$ cat src/rst_supervisor_pkg.sv
package rst_supervisor_pkg;

  // ****************************************************************
  // Register map (word indices on adr_i[13:2], one aligned word each)
  // ****************************************************************
  localparam logic [11:0] SUPPLY_MONITOR_CTRL_IDX = 12'hd0c;
  localparam logic [11:0] WATCHDOG_MODE_CTRL_IDX  = 12'hf0f;
  localparam logic [11:0] IRQ_PENDING_IDX         = 12'hf0c;
  localparam logic [11:0] INTERRUPT_MASK_IDX      = 12'hf0b;
  localparam logic [11:0] STOP_RECOVERY_IDX       = 12'hf0a;
  localparam logic [11:0] RESET_STATUS_IDX        = 12'hf09;
  localparam logic [11:0] REFRESH_CMD_IDX         = 12'hf08;
  localparam int          ADDR_W                  = 14;

  // ****************************************************************
  // Field positions and reset values
  // ****************************************************************
  localparam int         MON_EN_BIT       = 0;
  localparam int         MON_UV_BIT       = 1;
  localparam int         MON_OV_BIT       = 2;
  localparam logic [4:0] MON_RSVD_ONES    = 5'h1f;
  localparam int         SUPPLY_IRQ_BIT   = 5;
  localparam int         MODE_HALT_BIT    = 2;
  localparam int         MODE_STOP_BIT    = 3;
  localparam int         RECOV_DELAY_BIT  = 5;
  localparam logic [7:0] MODE_RESET_VAL   = 8'h0d;
  localparam logic [7:0] RECOV_RESET_VAL  = 8'h20;

  // ****************************************************************
  // Timing
  // ****************************************************************
  localparam int CLK_MHZ           = 125;
  localparam int MODE_WINDOW_CYC   = 120;  // Oscillator clocks after reset
  localparam int POR_TIME_US       = 5;    // Arbitrary hold length of reset timer
  localparam int POR_CYC           = POR_TIME_US * CLK_MHZ;
  localparam int TMO_BASE_MS       = 5;
  localparam int CYC_PER_MS        = 1000 * CLK_MHZ;
  localparam int WDG_CNT_W         = 40;

  // ****************************************************************
  // Types
  // ****************************************************************
  typedef enum logic [1:0] {
    RUN_MODE,
    HALT_MODE,
    STOP_MODE
  } power_mode_type;

  typedef struct packed {
    logic              cyc;
    logic              stb;
    logic              we;
    logic [ADDR_W-1:0] adr;
    logic [3:0]        sel;
    logic [31:0]       dat;
  } wb_req_type;

endpackage

$ cat src/rst_supervisor.sv
// What this block does
// - Monitor supply only while enable bit set
// - Over-voltage flag mirrors high-threshold comparator
// - Under-voltage flag mirrors low-threshold comparator
// - Enabled under-voltage raises supply interrupt request
// - Pending bit five latches until cleared
// - Interrupt serviced only when mask enabled
// - Top five bits read ones; flags read-only
// - One-shot reset timer holds internal reset
// - Timer starts: power-up, brownout, watchdog, recovery
// - Delay bit zero skips timer on recovery
// - Watchdog one-shot resets chip at terminal count
// - First refresh enables, later refreshes restart
// - Mode register writable only 120 clocks
// - Mode register reads never return contents
// - Stop recovery keeps mode register value
// - Bits three/two keep counting in STOP/HALT
// - Bits 6:4,1:0 select minimum time-out
// - Illegal upper select falls back to low bits
// - Time-out in STOP resets, keeps mode value
// - Time-out outside STOP reloads mode reset value
// - After watchdog reset, watchdog stays disabled
//
// Local design decision: the Wishbone register port.
module rst_supervisor
  import rst_supervisor_pkg::*;
#(
  parameter int POR_CYCLES = POR_CYC,
  parameter int MS_CYCLES  = CYC_PER_MS
)(
  // Clock and reset
  input  wire logic              clk_i,
  input  wire logic              rst_i,
  input  wire logic              ce_i,
  // Wishbone slave
  input  wire logic              cyc_i,
  input  wire logic              stb_i,
  input  wire logic              we_i,
  input  wire logic [ADDR_W-1:0] adr_i,
  input  wire logic [3:0]        sel_i,
  input  wire logic [31:0]       dat_i,
  output logic      [31:0]       dat_o,
  output logic                   ack_o,
  // Analog comparators and power events (asynchronous)
  input  wire logic              undervoltage_i,
  input  wire logic              overvoltage_i,
  input  wire logic              brownout_recover_i,
  input  wire logic              stop_recover_i,
  // Processor state
  input  wire logic              halt_mode_i,
  input  wire logic              stop_mode_i,
  // Results
  output logic                   chip_reset_o,
  output logic                   supply_irq_o,
  output logic                   wdg_wake_o
);

  // ****************************************************************
  // State
  // ****************************************************************
  typedef struct packed {
    logic [2:0]        uv_sync;
    logic [2:0]        ov_sync;
    logic [2:0]        bo_sync;
    logic [2:0]        sr_sync;
    logic              uv;
    logic              ov;
    logic              bo;
    logic              sr;
    logic              mon_en;
    logic              irq_pend;
    logic              irq_mask;
    logic [7:0]        recov;
    logic              was_recov;
    logic [7:0]        mode;
    logic [7:0]        win_cnt;
    logic [31:0]       por_cnt;
    logic              por_busy;
    logic              wdg_en;
    logic [WDG_CNT_W-1:0] wdg_cnt;
    logic              wake;
    logic              ack;
    logic [31:0]       rdata;
    logic              irq;
  } state_type;

  state_type s_q;
  state_type s_d;

  // Decoded bus access, one per request while ack is low
  logic            acc;
  logic            wr;
  logic [11:0]     idx;
  logic            refresh;
  logic            tmo;
  logic [2:0]      hi_sel;
  logic [WDG_CNT_W-1:0] limit;
  power_mode_type  pmode;

  assign idx     = adr_i[ADDR_W-1:2];
  assign acc     = cyc_i && stb_i && !s_q.ack;
  assign wr      = acc && we_i && sel_i[0];
  assign refresh = wr && (idx == REFRESH_CMD_IDX);
  assign hi_sel  = s_q.mode[6:4];
  assign pmode   = stop_mode_i ? STOP_MODE : (halt_mode_i ? HALT_MODE : RUN_MODE);

  // ****************************************************************
  // Time-out selection
  // ****************************************************************
  // Upper select counts only when exactly one bit is set
  always_comb
  begin
    unique case (hi_sel)
      3'h1:    limit = WDG_CNT_W'(64  * TMO_BASE_MS) * WDG_CNT_W'(MS_CYCLES);
      3'h2:    limit = WDG_CNT_W'(256 * TMO_BASE_MS) * WDG_CNT_W'(MS_CYCLES);
      3'h4:    limit = WDG_CNT_W'(1024 * TMO_BASE_MS) * WDG_CNT_W'(MS_CYCLES);
      default:
      begin
        unique case (s_q.mode[1:0])
          2'h0:    limit = WDG_CNT_W'(TMO_BASE_MS) * WDG_CNT_W'(MS_CYCLES);
          2'h1:    limit = WDG_CNT_W'(2 * TMO_BASE_MS) * WDG_CNT_W'(MS_CYCLES);
          2'h2:    limit = WDG_CNT_W'(4 * TMO_BASE_MS) * WDG_CNT_W'(MS_CYCLES);
          default: limit = WDG_CNT_W'(16 * TMO_BASE_MS) * WDG_CNT_W'(MS_CYCLES);
        endcase
      end
    endcase
  end

  // Terminal count reached while the counter is free to run
  assign tmo = s_q.wdg_en && !s_q.por_busy && (s_q.wdg_cnt == limit - WDG_CNT_W'(1));

  // ****************************************************************
  // Next state
  // ****************************************************************
  always_comb
  begin
    logic stall;
    logic sr_rise;
    logic start_por;
    stall   = 1'b0;
    sr_rise = 1'b0;
    start_por = 1'b0;
    s_d     = s_q;
    s_d.ack = 1'b0;

    // Three-stage pin synchronisers, change taken when stages 2 and 3 agree
    s_d.uv_sync = {s_q.uv_sync[1:0], undervoltage_i};
    s_d.ov_sync = {s_q.ov_sync[1:0], overvoltage_i};
    s_d.bo_sync = {s_q.bo_sync[1:0], brownout_recover_i};
    s_d.sr_sync = {s_q.sr_sync[1:0], stop_recover_i};
    if (s_q.uv_sync[1] == s_q.uv_sync[2]) s_d.uv = s_q.uv_sync[2];
    if (s_q.ov_sync[1] == s_q.ov_sync[2]) s_d.ov = s_q.ov_sync[2];
    if (s_q.bo_sync[1] == s_q.bo_sync[2]) s_d.bo = s_q.bo_sync[2];
    if (s_q.sr_sync[1] == s_q.sr_sync[2]) s_d.sr = s_q.sr_sync[2];
    sr_rise = s_d.sr && !s_q.sr;

    // Bus access: every request acked the next cycle, unmapped read zero
    if (acc)
    begin
      s_d.ack   = 1'b1;
      s_d.rdata = 32'h0;
      if (wr)
      begin
        unique case (idx)
          SUPPLY_MONITOR_CTRL_IDX: s_d.mon_en = dat_i[MON_EN_BIT];
          INTERRUPT_MASK_IDX:      s_d.irq_mask = dat_i[SUPPLY_IRQ_BIT];
          IRQ_PENDING_IDX:         if (!dat_i[SUPPLY_IRQ_BIT]) s_d.irq_pend = 1'b0;
          STOP_RECOVERY_IDX:       s_d.recov = dat_i[7:0];
          WATCHDOG_MODE_CTRL_IDX:  if (s_q.win_cnt != 8'h0) s_d.mode = dat_i[7:0];
          default:                 s_d.rdata = 32'h0;
        endcase
      end
      else
      begin
        unique case (idx)
          SUPPLY_MONITOR_CTRL_IDX: s_d.rdata = {24'h0, MON_RSVD_ONES,
                                                s_q.ov && s_q.mon_en,
                                                s_q.uv && s_q.mon_en,
                                                s_q.mon_en};
          IRQ_PENDING_IDX:         s_d.rdata = 32'(s_q.irq_pend) << SUPPLY_IRQ_BIT;
          INTERRUPT_MASK_IDX:      s_d.rdata = 32'(s_q.irq_mask) << SUPPLY_IRQ_BIT;
          STOP_RECOVERY_IDX:       s_d.rdata = {24'h0, s_q.recov};
          RESET_STATUS_IDX:        s_d.rdata = {31'h0, s_q.was_recov};
          default:                 s_d.rdata = 32'h0;
        endcase
      end
    end

    // Sticky pending bit, set beats clear
    if (s_q.mon_en && s_q.uv)
      s_d.irq_pend = 1'b1;
    // Request leaves only through the mask
    s_d.irq = s_d.irq_pend && s_d.irq_mask;

    // Mode window closes after 120 oscillator clocks
    if (!s_q.por_busy && s_q.win_cnt != 8'h0)
      s_d.win_cnt = s_q.win_cnt - 8'h1;

    // Watchdog: refresh enables or restarts from start count
    stall = (pmode == HALT_MODE && !s_q.mode[MODE_HALT_BIT]) ||
            (pmode == STOP_MODE && !s_q.mode[MODE_STOP_BIT]);
    s_d.wake = 1'b0;
    if (refresh)
    begin
      s_d.wdg_en  = 1'b1;
      s_d.wdg_cnt = '0;
    end
    else if (!s_q.wdg_en)
      s_d.wdg_cnt = '0;
    else if (!stall && !s_q.por_busy)
      s_d.wdg_cnt = s_q.wdg_cnt + WDG_CNT_W'(1);

    // Time-out: reset chip, behaviour depends on STOP
    if (tmo)
    begin
      start_por   = 1'b1;
      s_d.wdg_en  = 1'b0;
      s_d.wdg_cnt = '0;
      s_d.win_cnt = 8'(MODE_WINDOW_CYC);
      s_d.was_recov = 1'b0;
      if (pmode == STOP_MODE)
        s_d.wake = 1'b1;
      else
        s_d.mode = MODE_RESET_VAL;
    end

    // Brownout recovery restarts the timer like power-up
    if (s_d.bo && !s_q.bo)
    begin
      start_por     = 1'b1;
      s_d.mode      = MODE_RESET_VAL;
      s_d.wdg_en    = 1'b0;
      s_d.wdg_cnt   = '0;
      s_d.win_cnt   = 8'(MODE_WINDOW_CYC);
      s_d.was_recov = 1'b0;
    end

    // Stop recovery keeps mode, timer only if delay bit set
    if (sr_rise && pmode == STOP_MODE)
    begin
      s_d.was_recov = 1'b1;
      s_d.win_cnt   = 8'(MODE_WINDOW_CYC);
      if (s_q.recov[RECOV_DELAY_BIT])
        start_por = 1'b1;
    end

    // One-shot reset timer holds reset for its full period
    if (start_por)
    begin
      s_d.por_busy = 1'b1;
      s_d.por_cnt  = 32'(POR_CYCLES);
    end
    else if (s_q.por_busy)
    begin
      if (s_q.por_cnt == 32'h1)
        s_d.por_busy = 1'b0;
      s_d.por_cnt = s_q.por_cnt - 32'h1;
    end
  end

  // ****************************************************************
  // Registers
  // ****************************************************************
  // Power-up reset starts the timer and opens the mode window
  always_ff @(posedge clk_i)
  begin
    if (rst_i)
    begin
      s_q           <= '0;
      s_q.recov     <= RECOV_RESET_VAL;
      s_q.mode      <= MODE_RESET_VAL;
      s_q.win_cnt   <= 8'(MODE_WINDOW_CYC);
      s_q.por_busy  <= 1'b1;
      s_q.por_cnt   <= 32'(POR_CYCLES);
    end
    else if (ce_i)
    begin
      s_q <= s_d;
    end
  end

  assign dat_o        = s_q.rdata;
  assign ack_o        = s_q.ack;
  assign chip_reset_o = s_q.por_busy;
  assign supply_irq_o = s_q.irq;
  assign wdg_wake_o   = s_q.wake;
endmodule

$ cat config.mk
export PLATFORM = sky130hd
export DESIGN_NAME = rst_supervisor
export DESIGN_NICKNAME = d
export VERILOG_FILES = /design/src/rst_supervisor_pkg.sv /design/src/rst_supervisor.sv
export SDC_FILE = /design/constraint.sdc
export NUM_CORES = 1
export LEC_CHECK = 0
export ABC_AREA = 1
export BUFFER_PORTS_ARGS = -buffer_cell sky130_fd_sc_hd__buf_2
export CORE_MARGIN = 2
export CORE_UTILIZATION = 45
export DETAILED_ROUTE_END_ITERATION = 16
export GPL_TIMING_DRIVEN = 0
export MAX_ROUTING_LAYER = met4
export PLACE_DENSITY = 0.64
export SYNTH_ARGS = -nofsm -noshare
export SYNTH_HDL_FRONTEND = slang
export SYNTH_SLANG_ARGS = --single-unit
$ cat constraint.sdc
create_clock -name clk_i -period 3.35 [get_ports clk_i]
set_clock_uncertainty 0.2 [all_clocks]
set_input_delay 0.1675 -clock clk_i [delete_from_list [all_inputs] [get_ports clk_i]]
set_output_delay 0.1675 -clock clk_i [all_outputs]
set_load 0.1 [all_outputs]
==> metrics.md <==
| Metric | Value |
|---|---|
| Post-synth EDFFs | 0 |
| GRT overflow | 0 |
| Root Driver | clkbuf_16 |
| Hold Path Cell Cnt | 5 |
| Die height | roughly 140 um |
| Final period util | 0.940 |
| Bufs and invs on worst path | 4 |
| Crit path max fanout | 10 |
| Synth async-reset ratio | 0 |
| Switching portion of total power | 0.301 |
| Clock network fraction of total power | 0.470 |
| CTS tree | done |
| Layout area overhead | 19.0% |
| TNS Setup | 0 ns |
| Synth Flop Type | dfxtp_1 |
| Largest net degree at the start of global routing | 17 |
| Maximum vdd drop | approximately 0.32 mV |
| Total Power | between 3 and 4 mW |
| CTS max path bufs | 2 |
| Crit-path cells | inv_2 > nand3_4 > inv_6 > nor2_8 > nand2_4 > ha_4 > nor2_1 > nor4b_2 > nand3_1 > nor2_1 > nand2_1 > nor2_1 > nand3_1 > nor2_4 > nand2_4 > nand3_4 > nand2_2 > buf_6 > buf_8 > nand3_1 > a21oi_1 |
| Antenna violations before repair | 0 |
| # rows | 50 |
| Core Area | roughly 19,000 um^2 |
| Reg2Reg Setup Slack | a little over 0.2 ns |
| Die width | 142 um |
| Seq pwr share | 0.410 |
| CP max stage delay | about 0.38 ns |
| Htree depth | 4 |
| Clock sinks | ~130 |
| Max frequency | 0.318 GHz |
| Final setup vio count | 0 |
| Critical Path Slowest Stage Cell | dfxtp_4 |
| R2r worst-path depth | 21 |
| Layout cells sized above 1 | 0.134 |
| Leakage | about 4.3 nW |
| Min Hold Slack | between 0.07 and 0.08 ns |
| Hold Crit Endpoint | s_q[78] |
| Family with the most delay on the worst path | simple AND/OR/NAND/NOR gates |
| Crit path DAT | 3.24 ns |
| Internal | 2.66 mW |
| First DRT Iteration DRCs | 618 |
| Gr usage total | 0.283 |
| Final Cell Area | between 10,000 and 15,000 um^2 |
| Final WL | between 20 and 30 mm |
| Full die area | between 20,000 and 25,000 um^2 |
| Final net count | about 1,500 |
| Outcome | completed |
| Final hold violation count | 0 |
| Min-delay worst type | input pin to flip-flop |
| Critical Path Start Type | flip-flop |
| Gpl congestion | ~0.95 |
| CTS buffer count | 17 |
| Ys Warns | 0 |
| Clock slew at reported path FFs | about 0.060 ns |
| Placed cell areas | around 9200 um^2 |
| Worst Max-Slew Pin Slew | 1.26 ns |
| Worst path required time | between 3 and 4 ns |
| Routed Antenna Nets | 0 |
| Distinct cells, synth | 47 |
| Final Critical Period | ~3.1 ns |
| Number of instances in the placed design | roughly 1,700 |
| Critical R2R Launch | hi_sel[1] |
| Vias per inst | approximately 5.4 |
| Vias in the first global route | around 8,500 |
| Syn Inst Count | ~1,400 |
| Worst setup EP type | flip-flop |
| WS Path Type | flip-flop to flip-flop |
| Hold Startpoint | ce_i |
| Combinational power share | 0.121 |
| # Max-Cap Violations | 0 |
| Worst-Skew Late Latency | around 0.43 ns |
| Finished Layout Cells | ~1,700 |
| Total vias in the final route | roughly 9,000 |
| Initial Util | 0.460 |
| Avg Cell Area, Syn | roughly 6.4 um^2 |
| Syn Std Cell Area | between 8000 and 9000 um^2 |
| Psw | about 1.1 mW |
| Fill count | roughly 1,900 |
| Pwr per Cell Area | roughly 370 nW/um^2 |
| Wirelength per Cell | ~16 um |
| Port-buffer cells | 44 |
| Flops & latches, synth | around 130 |
| First-pass GRT wire length | ~44 mm |
| I/O pin count | 98 |
| Max-slew violations | 0 |
| Initial DRT Pass Iterations | 5 |
| DR DRC count | 0 |
| Detailed Place HPWL | ~20 mm |
| Diodes inserted | 0 |
| Critical path depth | 21 |
| Crit Reg-Reg Endpoint | s_q[101] |
| Post-synthesis sequential area ratio | 0.298 |
| Max-slew headroom | 0.155 |
layout make-up:
| class | instances | area (um^2) | area share |
|---|---|---|---|
| plain buffers | 78 | 475 | 0.0465 |
| clock inverters | 14 | 125 | 0.0122 |
| inverters | 149 | 567 | 0.0554 |
| flip-flops and latches | 128 | 2580 | 0.252 |
| repair buffers | 77 | 505 | 0.0494 |
| clock buffers | 18 | 439 | 0.0429 |
| well taps | 234 | 293 | 0.0286 |
| multi-input cells | 1020 | 5250 | 0.513 |
routing by layer:
layer	up-vias	GRT usage	wire [um]
li1	4649	-	-
met3	68	0.0461	1590
met4	0	0.118	1060
met5	-	-	0
met2	325	0.436	11900
met1	4222	0.371	12700
sequential cells by signal (all words and copies together), names as in the netlist:
signal,flops
s_q,105
s_d,8
ack_o,1
dat_o,8
supply_irq_o,1
hi_sel,3
wdg_wake_o,1
chip_reset_o,1
power groups by stage:
stage,sequential (mW),combinational [mW],clock (mW)
2_1_floorplan,1.60,0.327,0
3_3_place_gp,1.60,0.422,0
3_5_place_dp,1.60,0.424,0
4_1_cts,1.56,0.443,1.81
5_1_grt,1.56,0.498,1.88
6_report,1.56,0.459,1.79
cells in the final DEF, fill, tap and decap left out, types with 14 or more instances in the layout:
master         netlist  routed
conb_1               1      24
nand2_1            298     297
buf_2                7      49
clkbuf_1            28      27
dfxtp_1            128     123
nor4_1              34      33
buf_4               37      56
xnor2_1             14      14
nor2_1             187     183
inv_1              141     139
clkbuf_16            0      17
nor3_1              38      38
xor2_1              36      36
dlygate4sd3_1        0      15
o21ai_0             55      54
a21oi_1             82      81
nand3_1            116     115
nand4_1             47      47
cells in the mapped netlist (13+ instances only):
master	instances	area share
o21ai_0	55	0.032
nand2_1	298	0.13
xnor2_1	14	0.014
nand3_1	116	0.068
clkbuf_1	28	0.012
a21oi_1	82	0.048
nor3_1	38	0.022
ha_1	13	0.019
xor2_1	36	0.037
nand4_1	47	0.034
nor2_1	187	0.082
inv_1	141	0.062
nor4_1	34	0.025
buf_4	37	0.032
dfxtp_1	128	0.30
nand3_2	13	0.015
timing repair:
item / 4_1_cts / 5_1_grt
endpoints found under the hold margin: 27 / 0
buffers inserted: 6 / 12
pin swaps: 3 / 14
resized for setup: 18 / 31
hold buffers: 15 / 0
setup endpoints to repair: 89 / 87
how the worst max path moves through the flow:
stage	from	slack, ns	to
final	hi_sel[1]	0.20	s_q[101]
after CTS	s_q[117]	0.009	s_q[101]
after floorplan	hi_sel[1]	0.32	s_q[101]
after global placement	hi_sel[2]	-0.37	s_q[64]
after global routing	hi_sel[1]	-0.01	s_q[101]
after detailed placement	hi_sel[2]	-0.39	s_q[64]
worst min-delay path, stage by stage:
cell     delay, ns
buf_2         0.12
nand2_1       0.15
nor2_4        0.11
nand2_1       0.06
a21oi_1       0.05
cell families after synthesis:
family | Yosys count | synth area share
DFF | 128 | 0.298
xor gates and xnor gates | 50 | 0.0509
other | 1 | 0.000436
buffers and inverters | 228 | 0.119
AOI/OAI and AO/OA | 165 | 0.103
and+or+nand+nor | 768 | 0.409
adders and majority gates | 13 | 0.0189
through the flow:
step,utilization,setup WS (ns)
detailed placement,0.492,-0.395
global route,0.547,-0.0118
global placement,0.492,-0.368
finish,0.547,0.202
floorplan,-,0.315
CTS,0.536,0.00905
No activity file was read; power rests on OpenSTA's default activity.
